[src/design/timer16_cfg.svh]
// register indices, field positions and reset values of the timer block
`ifndef TIMER16_CFG_SVH
`define TIMER16_CFG_SVH

// register indices; byte address on the bus is four times the index
`define IDX_FLAGS_T1      10'h036
`define IDX_FLAGS_T3      10'h038
`define IDX_FLAGS_T4      10'h039
`define IDX_MASK_T1       10'h06f
`define IDX_MASK_T3       10'h071
`define IDX_MASK_T4       10'h072
`define IDX_MASK_T5       10'h073
`define IDX_CAP_LO_T1     10'h086
`define IDX_CAP_HI_T1     10'h087
`define IDX_CAP_LO_T3     10'h096
`define IDX_CAP_HI_T3     10'h097
`define IDX_CAP_LO_T4     10'h0a6
`define IDX_CAP_HI_T4     10'h0a7
`define IDX_CAP_LO_T5     10'h126
`define IDX_CAP_HI_T5     10'h127
`define IDX_CMPC_LO_T5    10'h12c
`define IDX_CMPC_HI_T5    10'h12d
`define IDX_CAP_CTRL      10'h1e0
`define IDX_SRC_CTRL      10'h1e1

// bit positions shared by mask and flag registers
`define BIT_CAPTURE       5
`define BIT_COMPARE_C     3
`define BIT_COMPARE_B     2
`define BIT_COMPARE_A     1
`define BIT_OVERFLOW      0
`define IRQ_BITS_USED     8'h2f

// capture control: [3:0] rising edge select, [7:4] capture value is top
`define CAP_EDGE_LSB      0
`define CAP_TOP_LSB       4
`define SRC_ACOMP_BIT     0

`define RST_BYTE          8'h00
`define RST_WORD          16'h0000
`define RST_CAP_CTRL      8'h0f

`endif

[src/design/timer16_pkg.sv]
// types shared by the timer compare, capture and interrupt block
package timer16_pkg;

    // per-timer signals from the counter core, all on sys_clk
    typedef struct packed {
        logic [15:0] count;        // timer_count_value
        logic [15:0] compare_a;
        logic [15:0] compare_b;
        logic [15:0] compare_c;    // unused for timer 5, held here
        logic        tick;         // one-cycle timer clock enable
        logic        count_write;  // cpu wrote the count register
        logic        overflow;     // one-cycle overflow event
        logic [2:0]  force_strobe; // forced_compare_strobe c,b,a
    } timer_in_t;

    // per-timer results towards counter core and waveform logic
    typedef struct packed {
        logic [2:0] compare_event; // drives compare_output_pin c,b,a
        logic       top_reached;   // capture value used as top hit
    } timer_out_t;

endpackage

[src/design/timer16_compare_capture_irq_regs.sv]
// compare, capture and interrupt registers of four 16-bit timers
//
// Overview of operation
// [RQ1] each compare value is compared against the count on every tick
// [RQ2] a match raises a compare flag and a compare output event
// [RQ3] compare writes go through the high-byte latch, both bytes at once
// [RQ4] one high-byte latch is shared by all 16-bit registers
// [RQ5] a capture event copies the count into the capture register
// [RQ6] timer 1 may take its capture event from the analog comparator
// [RQ7] capture register may serve as top; match ends the count sequence
// [RQ8] reading a capture low byte loads its high byte into the latch
// [RQ9] capture request needs mask bit 5, global enable and capture flag
// [RQ10] compare c request needs mask bit 3, global enable and its flag
// [RQ11] compare b request needs mask bit 2, global enable and its flag
// [RQ12] compare a request needs mask bit 1, global enable and its flag
// [RQ13] overflow request needs mask bit 0, global enable and its flag
// [RQ14] compare flag sets two cycles after a match; forced strobes never
// [RQ15] writing one clears a flag, writing zero leaves it
// [RQ16] executing an interrupt vector clears its flag automatically
// [RQ17] a count write suppresses compare matches on the next timer tick
// [RQ18] reserved bits 7, 6 and 4 read zero and ignore writes
`timescale 1ns/1ns
`default_nettype none
`include "timer16_cfg.svh"

module timer16_compare_capture_irq_regs #(
    parameter int ADDR_W     = 12,
    parameter int NUM_TIMERS = 4
) (
    input  wire logic                                   sys_clk,
    input  wire logic                                   rst,
    input  wire logic                                   hsel,
    input  wire logic [ADDR_W-1:0]                      haddr,
    input  wire logic [1:0]                             htrans,
    input  wire logic                                   hwrite,
    input  wire logic [2:0]                             hsize,
    input  wire logic [31:0]                            hwdata,
    input  wire logic                                   hready,
    output var  logic                                   hreadyout,
    output var  logic                                   hresp,
    output var  logic [31:0]                            hrdata,
    input  wire timer16_pkg::timer_in_t [NUM_TIMERS-1:0] timer_in,
    input  wire logic [NUM_TIMERS-1:0]                  capture_input_pin,
    input  wire logic                                   acomp_out,
    input  wire logic                                   global_irq_enable,
    input  wire logic [NUM_TIMERS-1:0][7:0]             vector_ack,
    output var  timer16_pkg::timer_out_t [NUM_TIMERS-1:0] timer_out,
    output var  logic [NUM_TIMERS-1:0][7:0]             irq_req,
    output var  logic                                   irq
);

    if (NUM_TIMERS != 4) begin : g_bad_timers
        $error("timer block serves exactly four timers");
    end
    if (ADDR_W < 12) begin : g_bad_addr
        $error("address must reach index 0x1e1");
    end

    localparam int T = NUM_TIMERS;
    // timer 5 flags live here but have no bus location in this block
    localparam logic [3:0] FLAG_MAPPED = 4'h7;
    localparam logic [9:0] FLAG_IDX [4] = '{`IDX_FLAGS_T1, `IDX_FLAGS_T3,
                                            `IDX_FLAGS_T4, 10'h000};
    localparam logic [9:0] MASK_IDX [4] = '{`IDX_MASK_T1, `IDX_MASK_T3,
                                            `IDX_MASK_T4, `IDX_MASK_T5};
    localparam logic [9:0] CAPL_IDX [4] = '{`IDX_CAP_LO_T1, `IDX_CAP_LO_T3,
                                            `IDX_CAP_LO_T4, `IDX_CAP_LO_T5};
    localparam logic [9:0] CAPH_IDX [4] = '{`IDX_CAP_HI_T1, `IDX_CAP_HI_T3,
                                            `IDX_CAP_HI_T4, `IDX_CAP_HI_T5};

    // bus pipeline state
    logic        rd_q,    rd_d;
    logic        wr_q,    wr_d;
    logic [9:0]  idx_q,   idx_d;
    logic        rdy_q,   rdy_d;
    logic [31:0] rdata_q, rdata_d;

    // register file
    logic [7:0]  temp_q,  temp_d;
    logic [7:0]  capctl_q, capctl_d;
    logic [7:0]  srcctl_q, srcctl_d;
    logic [15:0] cmpc_q,  cmpc_d;
    logic [7:0]  flag_q   [T];
    logic [7:0]  flag_d   [T];
    logic [7:0]  mask_q   [T];
    logic [7:0]  mask_d   [T];
    logic [15:0] cap_q    [T];
    logic [15:0] cap_d    [T];
    logic [T-1:0][7:0]                  req_d;
    logic                               irq_d;
    timer16_pkg::timer_out_t [T-1:0]    tout_d;

    // per-timer event logic
    logic [T-1:0]      block_q, block_d;
    logic [T-1:0][2:0] hit_q,   hit_d;
    logic [T-1:0]      cap_ev;
    logic [T-1:0]      top_hit;
    logic [2:0]        pin_sync_q [T];
    logic [2:0]        acomp_sync_q;

    // comparator output is asynchronous: two stages before use
    always_ff @(posedge sys_clk) begin
        if (rst) begin
            acomp_sync_q <= 3'h0;
        end else begin
            acomp_sync_q <= {acomp_sync_q[1:0], acomp_out};
        end
    end

    for (genvar t = 0; t < T; t++) begin : g_timer
        logic [15:0] cmp_c;
        logic        src_lvl;
        logic        src_old;
        logic        edge_rise;
        logic        top_mode;

        always_ff @(posedge sys_clk) begin
            if (rst) begin
                pin_sync_q[t] <= 3'h0;
            end else begin
                pin_sync_q[t] <= {pin_sync_q[t][1:0], capture_input_pin[t]};
            end
        end

        // compare c of timer 5 is held in this block
        assign cmp_c = (t == 3) ? cmpc_q : timer_in[t].compare_c;
        assign top_mode  = capctl_q[`CAP_TOP_LSB + t];
        assign edge_rise = capctl_q[`CAP_EDGE_LSB + t];

        // only the second and third stages are looked at
        if (t == 0) begin : g_acomp
            assign src_lvl = srcctl_q[`SRC_ACOMP_BIT] ?
                             acomp_sync_q[1] : pin_sync_q[t][1]; // see [RQ6]
            assign src_old = srcctl_q[`SRC_ACOMP_BIT] ?
                             acomp_sync_q[2] : pin_sync_q[t][2];
        end else begin : g_pin
            assign src_lvl = pin_sync_q[t][1];
            assign src_old = pin_sync_q[t][2];
        end

        // capture input is unused while the capture value is the top
        assign cap_ev[t] = ~top_mode & (src_lvl != src_old) &
                           (src_lvl == edge_rise);             // see [RQ5]
        assign top_hit[t] = top_mode & timer_in[t].tick & ~block_q[t] &
                            (timer_in[t].count == cap_q[t]);    // see [RQ7]

        always_comb begin
            block_d[t] = block_q[t];
            if (timer_in[t].count_write) begin
                block_d[t] = 1'b1;                             // see [RQ17]
            end else if (timer_in[t].tick) begin
                block_d[t] = 1'b0;
            end
            hit_d[t] = 3'h0;
            if (timer_in[t].tick && !block_q[t]) begin         // see [RQ17]
                hit_d[t][0] = timer_in[t].count == timer_in[t].compare_a;
                hit_d[t][1] = timer_in[t].count == timer_in[t].compare_b;
                hit_d[t][2] = timer_in[t].count == cmp_c;     // see [RQ1]
            end
        end
    end

    always_comb begin
        logic        acc;
        logic [7:0]  set;
        logic [7:0]  clr;
        logic [7:0]  wb;
        acc      = hsel & hready & htrans[1];
        set      = 8'h00;
        clr      = 8'h00;
        wb       = hwdata[7:0];
        rd_d     = acc & ~hwrite;
        wr_d     = acc & hwrite;
        idx_d    = acc ? haddr[11:2] : idx_q;
        // reads take one wait state so a preceding write is visible
        rdy_d    = ~(acc & ~hwrite);
        rdata_d  = rdata_q;
        temp_d   = temp_q;
        capctl_d = capctl_q;
        srcctl_d = srcctl_q;
        cmpc_d   = cmpc_q;
        irq_d    = 1'b0;

        if (wr_q && idx_q == `IDX_CAP_CTRL) begin
            capctl_d = wb;
        end
        if (wr_q && idx_q == `IDX_SRC_CTRL) begin
            srcctl_d = {7'h00, wb[`SRC_ACOMP_BIT]};
        end
        if (wr_q && idx_q == `IDX_CMPC_HI_T5) begin
            temp_d = wb;                                       // see [RQ4]
        end
        if (wr_q && idx_q == `IDX_CMPC_LO_T5) begin
            cmpc_d = {temp_q, wb};                             // see [RQ3]
        end

        for (int t = 0; t < T; t++) begin
            set = 8'h00;
            set[`BIT_CAPTURE]   = cap_ev[t] | top_hit[t];
            // forced strobes never reach the registered hits
            set[`BIT_COMPARE_C] = hit_q[t][2];                 // see [RQ14]
            set[`BIT_COMPARE_B] = hit_q[t][1];
            set[`BIT_COMPARE_A] = hit_q[t][0];
            set[`BIT_OVERFLOW]  = timer_in[t].overflow;
            clr = vector_ack[t];                               // see [RQ16]
            if (wr_q && FLAG_MAPPED[t] && idx_q == FLAG_IDX[t]) begin
                clr = clr | wb;                                // see [RQ15]
            end
            // a new event wins over a clear in the same cycle
            flag_d[t] = ((flag_q[t] & ~clr) | set) & `IRQ_BITS_USED;

            mask_d[t] = mask_q[t];
            if (wr_q && idx_q == MASK_IDX[t]) begin
                mask_d[t] = wb & `IRQ_BITS_USED;               // see [RQ18]
            end

            cap_d[t] = cap_q[t];
            if (wr_q && idx_q == CAPH_IDX[t]) begin
                temp_d = wb;                                   // see [RQ4]
            end
            // hardware capture takes precedence over a software write
            if (cap_ev[t]) begin
                cap_d[t] = timer_in[t].count;                  // see [RQ5]
            end else if (wr_q && idx_q == CAPL_IDX[t]) begin
                cap_d[t] = {temp_q, wb};
            end

            // each bit needs its enable, its flag and global enable
            req_d[t] = global_irq_enable ?
                       (flag_q[t] & mask_q[t]) : 8'h00;        // see [RQ9]
            // bits 3..0 follow the same form                    see [RQ10]
            // compare b and a share the masking above           see [RQ11]
            // one and zero too                        see [RQ12] see [RQ13]
            irq_d = irq_d | (|req_d[t]);

            tout_d[t].compare_event = hit_d[t] |
                                      timer_in[t].force_strobe; // see [RQ2]
            tout_d[t].top_reached   = top_hit[t];
        end

        if (rd_q) begin
            rdy_d   = 1'b1;
            rdata_d = 32'h0000_0000;
            case (idx_q)
                `IDX_CAP_CTRL:   rdata_d[7:0] = capctl_q;
                `IDX_SRC_CTRL:   rdata_d[7:0] = srcctl_q;
                `IDX_CMPC_LO_T5: rdata_d[7:0] = cmpc_q[7:0];
                `IDX_CMPC_HI_T5: rdata_d[7:0] = cmpc_q[15:8];
                default:         rdata_d[7:0] = 8'h00;
            endcase
            for (int t = 0; t < T; t++) begin
                if (FLAG_MAPPED[t] && idx_q == FLAG_IDX[t]) begin
                    rdata_d[7:0] = flag_q[t];                  // see [RQ18]
                end
                if (idx_q == MASK_IDX[t]) begin
                    rdata_d[7:0] = mask_q[t];
                end
                if (idx_q == CAPL_IDX[t]) begin
                    rdata_d[7:0] = cap_q[t][7:0];
                    temp_d       = cap_q[t][15:8];             // see [RQ8]
                end
                if (idx_q == CAPH_IDX[t]) begin
                    rdata_d[7:0] = temp_q;                     // see [RQ8]
                end
            end
        end
    end

    always_ff @(posedge sys_clk) begin
        if (rst) begin
            rd_q      <= 1'b0;
            wr_q      <= 1'b0;
            idx_q     <= 10'h000;
            rdy_q     <= 1'b1;
            rdata_q   <= 32'h0000_0000;
            temp_q    <= `RST_BYTE;
            capctl_q  <= `RST_CAP_CTRL;
            srcctl_q  <= `RST_BYTE;
            cmpc_q    <= `RST_WORD;
            block_q   <= '0;
            hit_q     <= '0;
            irq_req   <= '0;
            irq       <= 1'b0;
            timer_out <= '0;
            for (int t = 0; t < T; t++) begin
                flag_q[t] <= `RST_BYTE;
                mask_q[t] <= `RST_BYTE;
                cap_q[t]  <= `RST_WORD;
            end
        end else begin
            rd_q      <= rd_d;
            wr_q      <= wr_d;
            idx_q     <= idx_d;
            rdy_q     <= rdy_d;
            rdata_q   <= rdata_d;
            temp_q    <= temp_d;
            capctl_q  <= capctl_d;
            srcctl_q  <= srcctl_d;
            cmpc_q    <= cmpc_d;
            block_q   <= block_d;
            hit_q     <= hit_d;
            irq_req   <= req_d;
            irq       <= irq_d;
            timer_out <= tout_d;
            for (int t = 0; t < T; t++) begin
                flag_q[t] <= flag_d[t];
                mask_q[t] <= mask_d[t];
                cap_q[t]  <= cap_d[t];
            end
        end
    end

    // responses are always okay; unmapped reads return zero
    always_ff @(posedge sys_clk) begin
        hresp <= 1'b0;
    end

    assign hreadyout = rdy_q;
    assign hrdata    = rdata_q;

endmodule

`default_nettype wire

[config.mk]
export PLATFORM = sky130hd
export DESIGN_NAME = timer16_compare_capture_irq_regs
export DESIGN_NICKNAME = d
export VERILOG_FILES = /design/src/design/timer16_pkg.sv /design/src/design/timer16_compare_capture_irq_regs.sv
export VERILOG_INCLUDE_DIRS = /design/src /design/src/design
export SDC_FILE = /design/constraint.sdc
export NUM_CORES = 1
export LEC_CHECK = 0
export ABC_AREA = 1
export ABC_CLOCK_PERIOD_IN_PS = 3100
export BUFFER_PORTS_ARGS = -buffer_cell sky130_fd_sc_hd__buf_2
export CORE_UTILIZATION = 40
export CTS_CLUSTER_SIZE = 14
export DETAILED_ROUTE_END_ITERATION = 8
export PLACE_DENSITY = 0.66
export SETUP_SLACK_MARGIN = 0.5
export SYNTH_ARGS = -nofsm -noshare
export SYNTH_HDL_FRONTEND = slang
export SYNTH_SLANG_ARGS = --single-unit
[constraint.sdc]
create_clock -name sys_clk -period 3.1 [get_ports sys_clk]
set_clock_uncertainty 0.1 [all_clocks]
set_input_delay 0.155 -clock sys_clk [delete_from_list [all_inputs] [get_ports sys_clk]]
set_output_delay 0.155 -clock sys_clk [all_outputs]
set_load 0.05 [all_outputs]
* After elaboration in Yosys (flattened, before gate mapping) *
Memory sizes are Yosys's and may differ from the RTL's.
Cells that the tools add are included.

operators by class
  shifts and indexed selects = 0
  $lt $le $gt $ge = 0
  add/subtract/negate cells = 0
  reductions and logical operators = 36
  bitwise operators = 80
  div/mod/pow operators = 0
  $mul = 0
  equal/unequal tests = 43
  muxes and demuxes = 78

operators with widths
  operator                                                          count
  8-bit 2-to-1 mux                                                  37
  16-bit == test                                                    16
  16-bit 2-to-1 mux                                                 12
  10-bit by 8-bit == test with 1-bit output, second input constant  6
  10-bit by 9-bit == test with 1-bit output, second input constant  6
  6-bit OR                                                          7
  10-bit by 7-bit == test with 1-bit output, second input constant  4
  8-bit AND                                                         4
  8-bit one-hot mux with 4 select lines                             1
  8-bit OR reduction                                                4
  10-bit by 6-bit == test with 1-bit output, second input constant  3
  1-bit AND                                                         24
  6-bit AND                                                         4
  3-bit 2-to-1 mux                                                  8
  6-bit inverter                                                    4
  1-bit logical AND                                                 23
  1-bit OR                                                          23
  5-bit 2-to-1 mux                                                  4
  6-bit 2-to-1 mux                                                  3
  1-bit 2-to-1 mux                                                  13
  3-bit OR                                                          4
  1-bit inverter                                                    10
  2-bit nonzero test                                                4
  1-bit == test                                                     4
  3 further kinds                                                   9

word-level totals
  bits in registers = 122
  input port bits = 372
  output and inout bits = 83
  logic and storage cells = 272
  memories kept = 4
  bits in latches = 0
  memory bits (read-only) = 0
  bits in writable memories = 128

memories
  memory      depth  bits a word  read ports  clocked after Yosys merged registers in  wr ports  RTL line                                RTL
  cap_q       4      16           4           0                                        4         timer16_compare_capture_irq_regs.sv:87  logic [15:0] cap_q [T];
  mask_q      4      8            4           0                                        4         timer16_compare_capture_irq_regs.sv:85  logic [7:0] mask_q [T];
  flag_q      4      5            4           0                                        4         timer16_compare_capture_irq_regs.sv:83  logic [7:0] flag_q [T];
  pin_sync_q  4      3            4           0                                        4         timer16_compare_capture_irq_regs.sv:98  logic [2:0] pin_sync_q [T];

* Logic depth before layout (Yosys ltp) *
  word-level depth = 17
  depth in mapped cells = 18
  gate-level depth less buffers = 17

* Worst setup path before layout *
Ideal clock, no wire load.

  path type = register -> register
  start = register idx_q[4]
  end = register temp_q[4]
  stages on the path, launching flop included = 18
  setup time = 0.132 ns
  data required time = 2.868 ns
  path slack = 1.141 ns
  arrival time = 1.727 ns
  clock period less this slack = 1.959 ns
  buffers on the path = 1
  cell sequence = dfxtp_1 inv_2 nand2_2 nor2_4 nand2_2 nor2_4 nor2_2 nand3_2 nand2_4 buf_6 o21ai_1 nand2_1 o211ai_1 nand2_1 o21ai_1 nand2_1 nand2_1 a21oi_1

on the way
  cells in the longest elaborated chain, start to end = 12
  elaborated cells on any way between the ends = 24
  those cells by class = 9 x eq/ne; 10 x mux; 5 x reduce/logical

RTL lines
  what                                       RTL line                                 RTL
  start: declaration                         timer16_compare_capture_irq_regs.sv:74   logic [9:0] idx_q, idx_d;
  start signal: assignment                   timer16_compare_capture_irq_regs.sv:293  idx_q <= idx_d;
  10-bit by 9-bit == test with 1-bit output  --
  1-bit logical AND (no line)                --
  8-bit 2-to-1 mux                           timer16_compare_capture_irq_regs.sv:190  if (wr_q && idx_q == `IDX_CMPC_HI_T5) begin
  8-bit 2-to-1 mux (4 in series)             timer16_compare_capture_irq_regs.sv:218  if (wr_q && idx_q == CAPH_IDX[t]) begin
  8-bit 2-to-1 mux (4 in series)             timer16_compare_capture_irq_regs.sv:258  if (idx_q == CAPL_IDX[t]) begin
  8-bit 2-to-1 mux (*)                       timer16_compare_capture_irq_regs.sv:241  if (rd_q) begin
  end signal: assignment                     timer16_compare_capture_irq_regs.sv:276  temp_q <= `RST_BYTE;
  end signal: assignment                     timer16_compare_capture_irq_regs.sv:296  temp_q <= temp_d;
  end: declaration                           timer16_compare_capture_irq_regs.sv:79   logic [7:0] temp_q, temp_d;

Every way passes the cells marked *; elsewhere a longest branch is shown, timed or not.
A chain may end at the register's enable or synchronous reset.

* Worst setup path after layout *
  start = input port timer_in[193] in the netlist's numbering
  end = register hit_q[6] in the netlist's numbering

on the way
  cells in the longest elaborated chain, start to end = 2

RTL lines
  what                    RTL line                                 RTL
  start: declaration      timer16_compare_capture_irq_regs.sv:42   input wire timer16_pkg::timer_in_t [NUM_TIMERS-1:0] timer_in,
  16-bit == test          timer16_compare_capture_irq_regs.sv:156  hit_d[t][0] = timer_in[t].count == timer_in[t].compare_a;
  3-bit 2-to-1 mux        timer16_compare_capture_irq_regs.sv:155  if (timer_in[t].tick && !block_q[t]) begin
  end signal: assignment  timer16_compare_capture_irq_regs.sv:301  hit_q <= hit_d;
  end: declaration        timer16_compare_capture_irq_regs.sv:95   logic [T-1:0][2:0] hit_q, hit_d;

Every way passes these cells.

==> impl_metrics.csv <==
group,metric,value,unit
timing,report.final.slew_viol_count,0,
yosys,yosys-top-cells-area,"dfxtp_1 (34%), nand2_1 (8.3%), inv_1 (7.2%), nor2_1 (5.6%), o21ai_0 (5.5%)",
yosys,yosysTopAreaCellShare,33.6,%
yosys,async_flop_share,0,%
timing,tightestPinTransition,0.704,ns
clocking,clkLatencyLatePin,0.55,ns
finish,drive_gt1_share,20.5,%
yosys,synthFlopType,"dfxtp_1",
global_routing,antenna_found_initial,1,
pwr,power.switching,2.16,mW
timing,fmax,401,MHz
placed_design,dp.cells,2714,
drt,route.detailed.drc,0,
pwr,p_int,5.51,mW
floorplanning,core_area,32900,um^2
clocking,h-tree-depth,1,
floorplanning,num_rows,66,
drt,post_drt_wl_per_cell,20.1,um
global_routing,grt_overflow,0,
critical_path,crit_path_start_kind,"input pin",
outcome,status,"complete, no violations",
drt,drt_first_pass_iters,5,
pwr,power.share.switching,28.1,%
critical_path,worstPathMaxFanout,2,
floorplanning,die_w,185,um
yosys,syn_inst,1955,
critical_path,critPathCaptureType,"flip-flop",
finish,fin_nets,2820,
global_routing,grt_pass1_vias,15000,
yosys,ys_seq_area_share,33.6,%
yosys,yosysUniqueCellTypes,54,
timing,slew_headroom,53.0,%
floorplanning,start_util,41.0,%
timing,fin_crit_sh,80.5,%
critical_path,critPathArrivalTime,2.88,ns
global_routing,grt_pass1_wl,85.5,mm
placed_design,portBuffers,359,
clocking,cts_made_buffers,25,
critical_path,setup.worst_path.class,"input pin to flip-flop",
timing,finalSetupViolCount,0,
timing,hold_violations,0,
floorplanning,die_h,185,um
timing,finalSetupTns,0,ns
pwr,combPwrFrac,16.8,%
placed_design,routabilityCongestion,0.955,
clocking,cts_num_sinks,226,
global_routing,grt_max_degree,58,
yosys,ys_ff_latch,226,
yosys,syn_avg_cell_area,6.89,um^2
clocking,cts_tree,"done",
job,maxCapViolCount,0,
finish,area_delta_synth_final,34.3,%
yosys,yosysTopAreaCell,"dfxtp_1",
critical_path,required,3.48,ns
yosys,yosys_warnings,0,
pwr,p_seq_share,39.9,%
pwr,irDropWorstVdd,0.346,mV
floorplanning,io_pins,455,
global_routing,track_usage,32.8,%
worst_hold_path,min_path_type,"input pin to flip-flop",
pwr,p_leak,8.20,nW
drt,post_drt_via_cell_ratio,5.52,
clocking,clkSlewWorstSetupHoldPaths,0.07,ns
finish,fin_cells,2908,
drt,ant_nets,0,
drt,drtIter0Drc,1653,
drt,vias,16100,
pwr,p_clk_share,43.3,%
timing,grt_setup_unrepaired,"yes",
placed_design,hpwlAfterDp,44.1,mm
floorplanning,dieArea,34400,um^2
drt,routed_wirelength,58.4,mm
timing,fin_crit,2.50,ns
pwr,p_per_area,424,nW/um^2
yosys,synth_area,13500,um^2
clocking,clockBufferDepth,3,
clocking,cts_root_buffer,"clkbuf_16",
yosys,synth_edf_count,0,
==> worst max-delay path, stage by stage <==
cell           delay, ns
dlygate4sd3_1       0.54
buf_2               0.14
xnor2_1             0.15
dlygate4sd3_1       0.57
nand4_1             0.09
dlygate4sd3_1       0.58
nor2_1              0.09
dlygate4sd3_1       0.54
==> power by group through the flow <==
stage | sequential, mW | combinational (mW) | clock [mW]
floorplan | 3.12 | 0.644 | 0
global placement | 3.11 | 1.11 | 0
detailed placement | 3.12 | 1.12 | 0
CTS | 3.05 | 1.25 | 3.35
global route | 3.06 | 1.39 | 3.46
finish | 3.06 | 1.29 | 3.32
==> metal layers <==
| layer | vias up | GRT usage [%] | part of all wire [%] |
|---|---|---|---|
| met4 | 0 | 12.7 | 4.0 |
| met1 | 7455 | 44.1 | 41 |
| met2 | 899 | 53.0 | 46 |
| met3 | 142 | 4.56 | 8.9 |
| met5 | - | 0 | 0 |
| li1 | 7561 | - | - |
==> synthesized netlist by cell type, types with 37 or more instances <==
master / instances
inv_1: 259
a21oi_1: 99
nor2_1: 200
nand2_1: 297
a211oi_1: 73
buf_4: 37
nand4_1: 44
xor2_1: 78
clkbuf_1: 56
dfxtp_1: 226
nand3_1: 82
o22ai_1: 50
o21ai_0: 148
==> registers in the layout, indices dropped and copies added (netlist names), 8 cells and up <==
name        flops
idx_q          10
mask_q         20
temp_q          8
flag_q         20
cmpc_q         16
cap_q          64
pin_sync_q     12
irq_req        20
capctl_q        8
timer_out      16
hrdata          8
hit_q          12
==> worst paths after layout <==
| path | start | endpoint | slack (ns) | cells past startpoint |
|---|---|---|---|---|
| hold / removal | timer_in[137] | cap_q[1][13] | 0.02 | 5 |
| hold reg to reg | pin_sync_q[1][0] | pin_sync_q[1][1] | 0.31 | 2 |
| setup reg to reg | idx_q[4] | hrdata[4] | 0.62 | 11 |
| setup / recovery | timer_in[193] | hit_q[6] | 0.60 | 8 |
==> layout make-up <==
class	count	area (um^2)
Antenna cell	1	2.50
Clock buffer	30	664
Clock inverter	14	234
Fill cell	3260	14800
Inverter	277	1050
Multi-Input combinational cell	1377	7510
Sequential cell	226	4530
Tap cell	442	553
Timing Repair Buffer	540	3540
Timing Repair inverter	1	7.51
==> layout by cell type, fill, tap and decap left out, types with 9 or more instances in the layout <==
master / count
nand4_1: 44
dlygate4sd3_1: 143
nor2_2: 11
a211oi_1: 73
conb_1: 37
a31oi_1: 20
xor2_1: 78
xnor2_1: 30
o22ai_1: 50
buf_4: 35
nand2_1: 293
o21ai_1: 24
nor2_1: 196
or2_2: 13
nand2_2: 9
dfxtp_1: 225
o211ai_1: 30
nor3_1: 25
o221ai_1: 16
o2111ai_1: 9
nand3_1: 81
a221oi_1: 20
inv_1: 258
nor4_1: 24
a21oi_1: 99
o21ai_0: 147
inv_2: 12
clkbuf_16: 25
buf_2: 358
==> repair_timing <==
action / CTS / global route
endpoints found under the hold margin: 106 / 0
resized for setup: 0 / 25
setup buffers: 0 / 1
endpoints found under the setup margin: 0 / 28
hold buffers: 147 / 0
==> cells by family after synthesis <==
kind of cell | after synthesis | share of synthesized area [%]
other cells | 1 | 0.0279
mux | 3 | 0.232
simple gates | 717 | 23.6
buf+inv | 388 | 12.0
xor+xnor | 108 | 7.03
compound gates | 512 | 23.5
flops | 226 | 33.6
==> through the flow <==
stage	power [mW]	hold WS (ns)	setup WS (ns)	cell area, um^2	util (%)
final	7.67	0.0248	0.604	18100	55.0
after detailed placement	4.23	0.261	0.680	15600	47.5
after floorplan	3.76	0.148	1.14	13600	-
after CTS	7.65	0.0121	0.533	18000	54.7
after global placement	4.22	0.260	0.699	15600	47.5
after global routing	7.91	0.0531	0.489	18100	55.0
No activity file was read; power rests on OpenSTA's default activity.
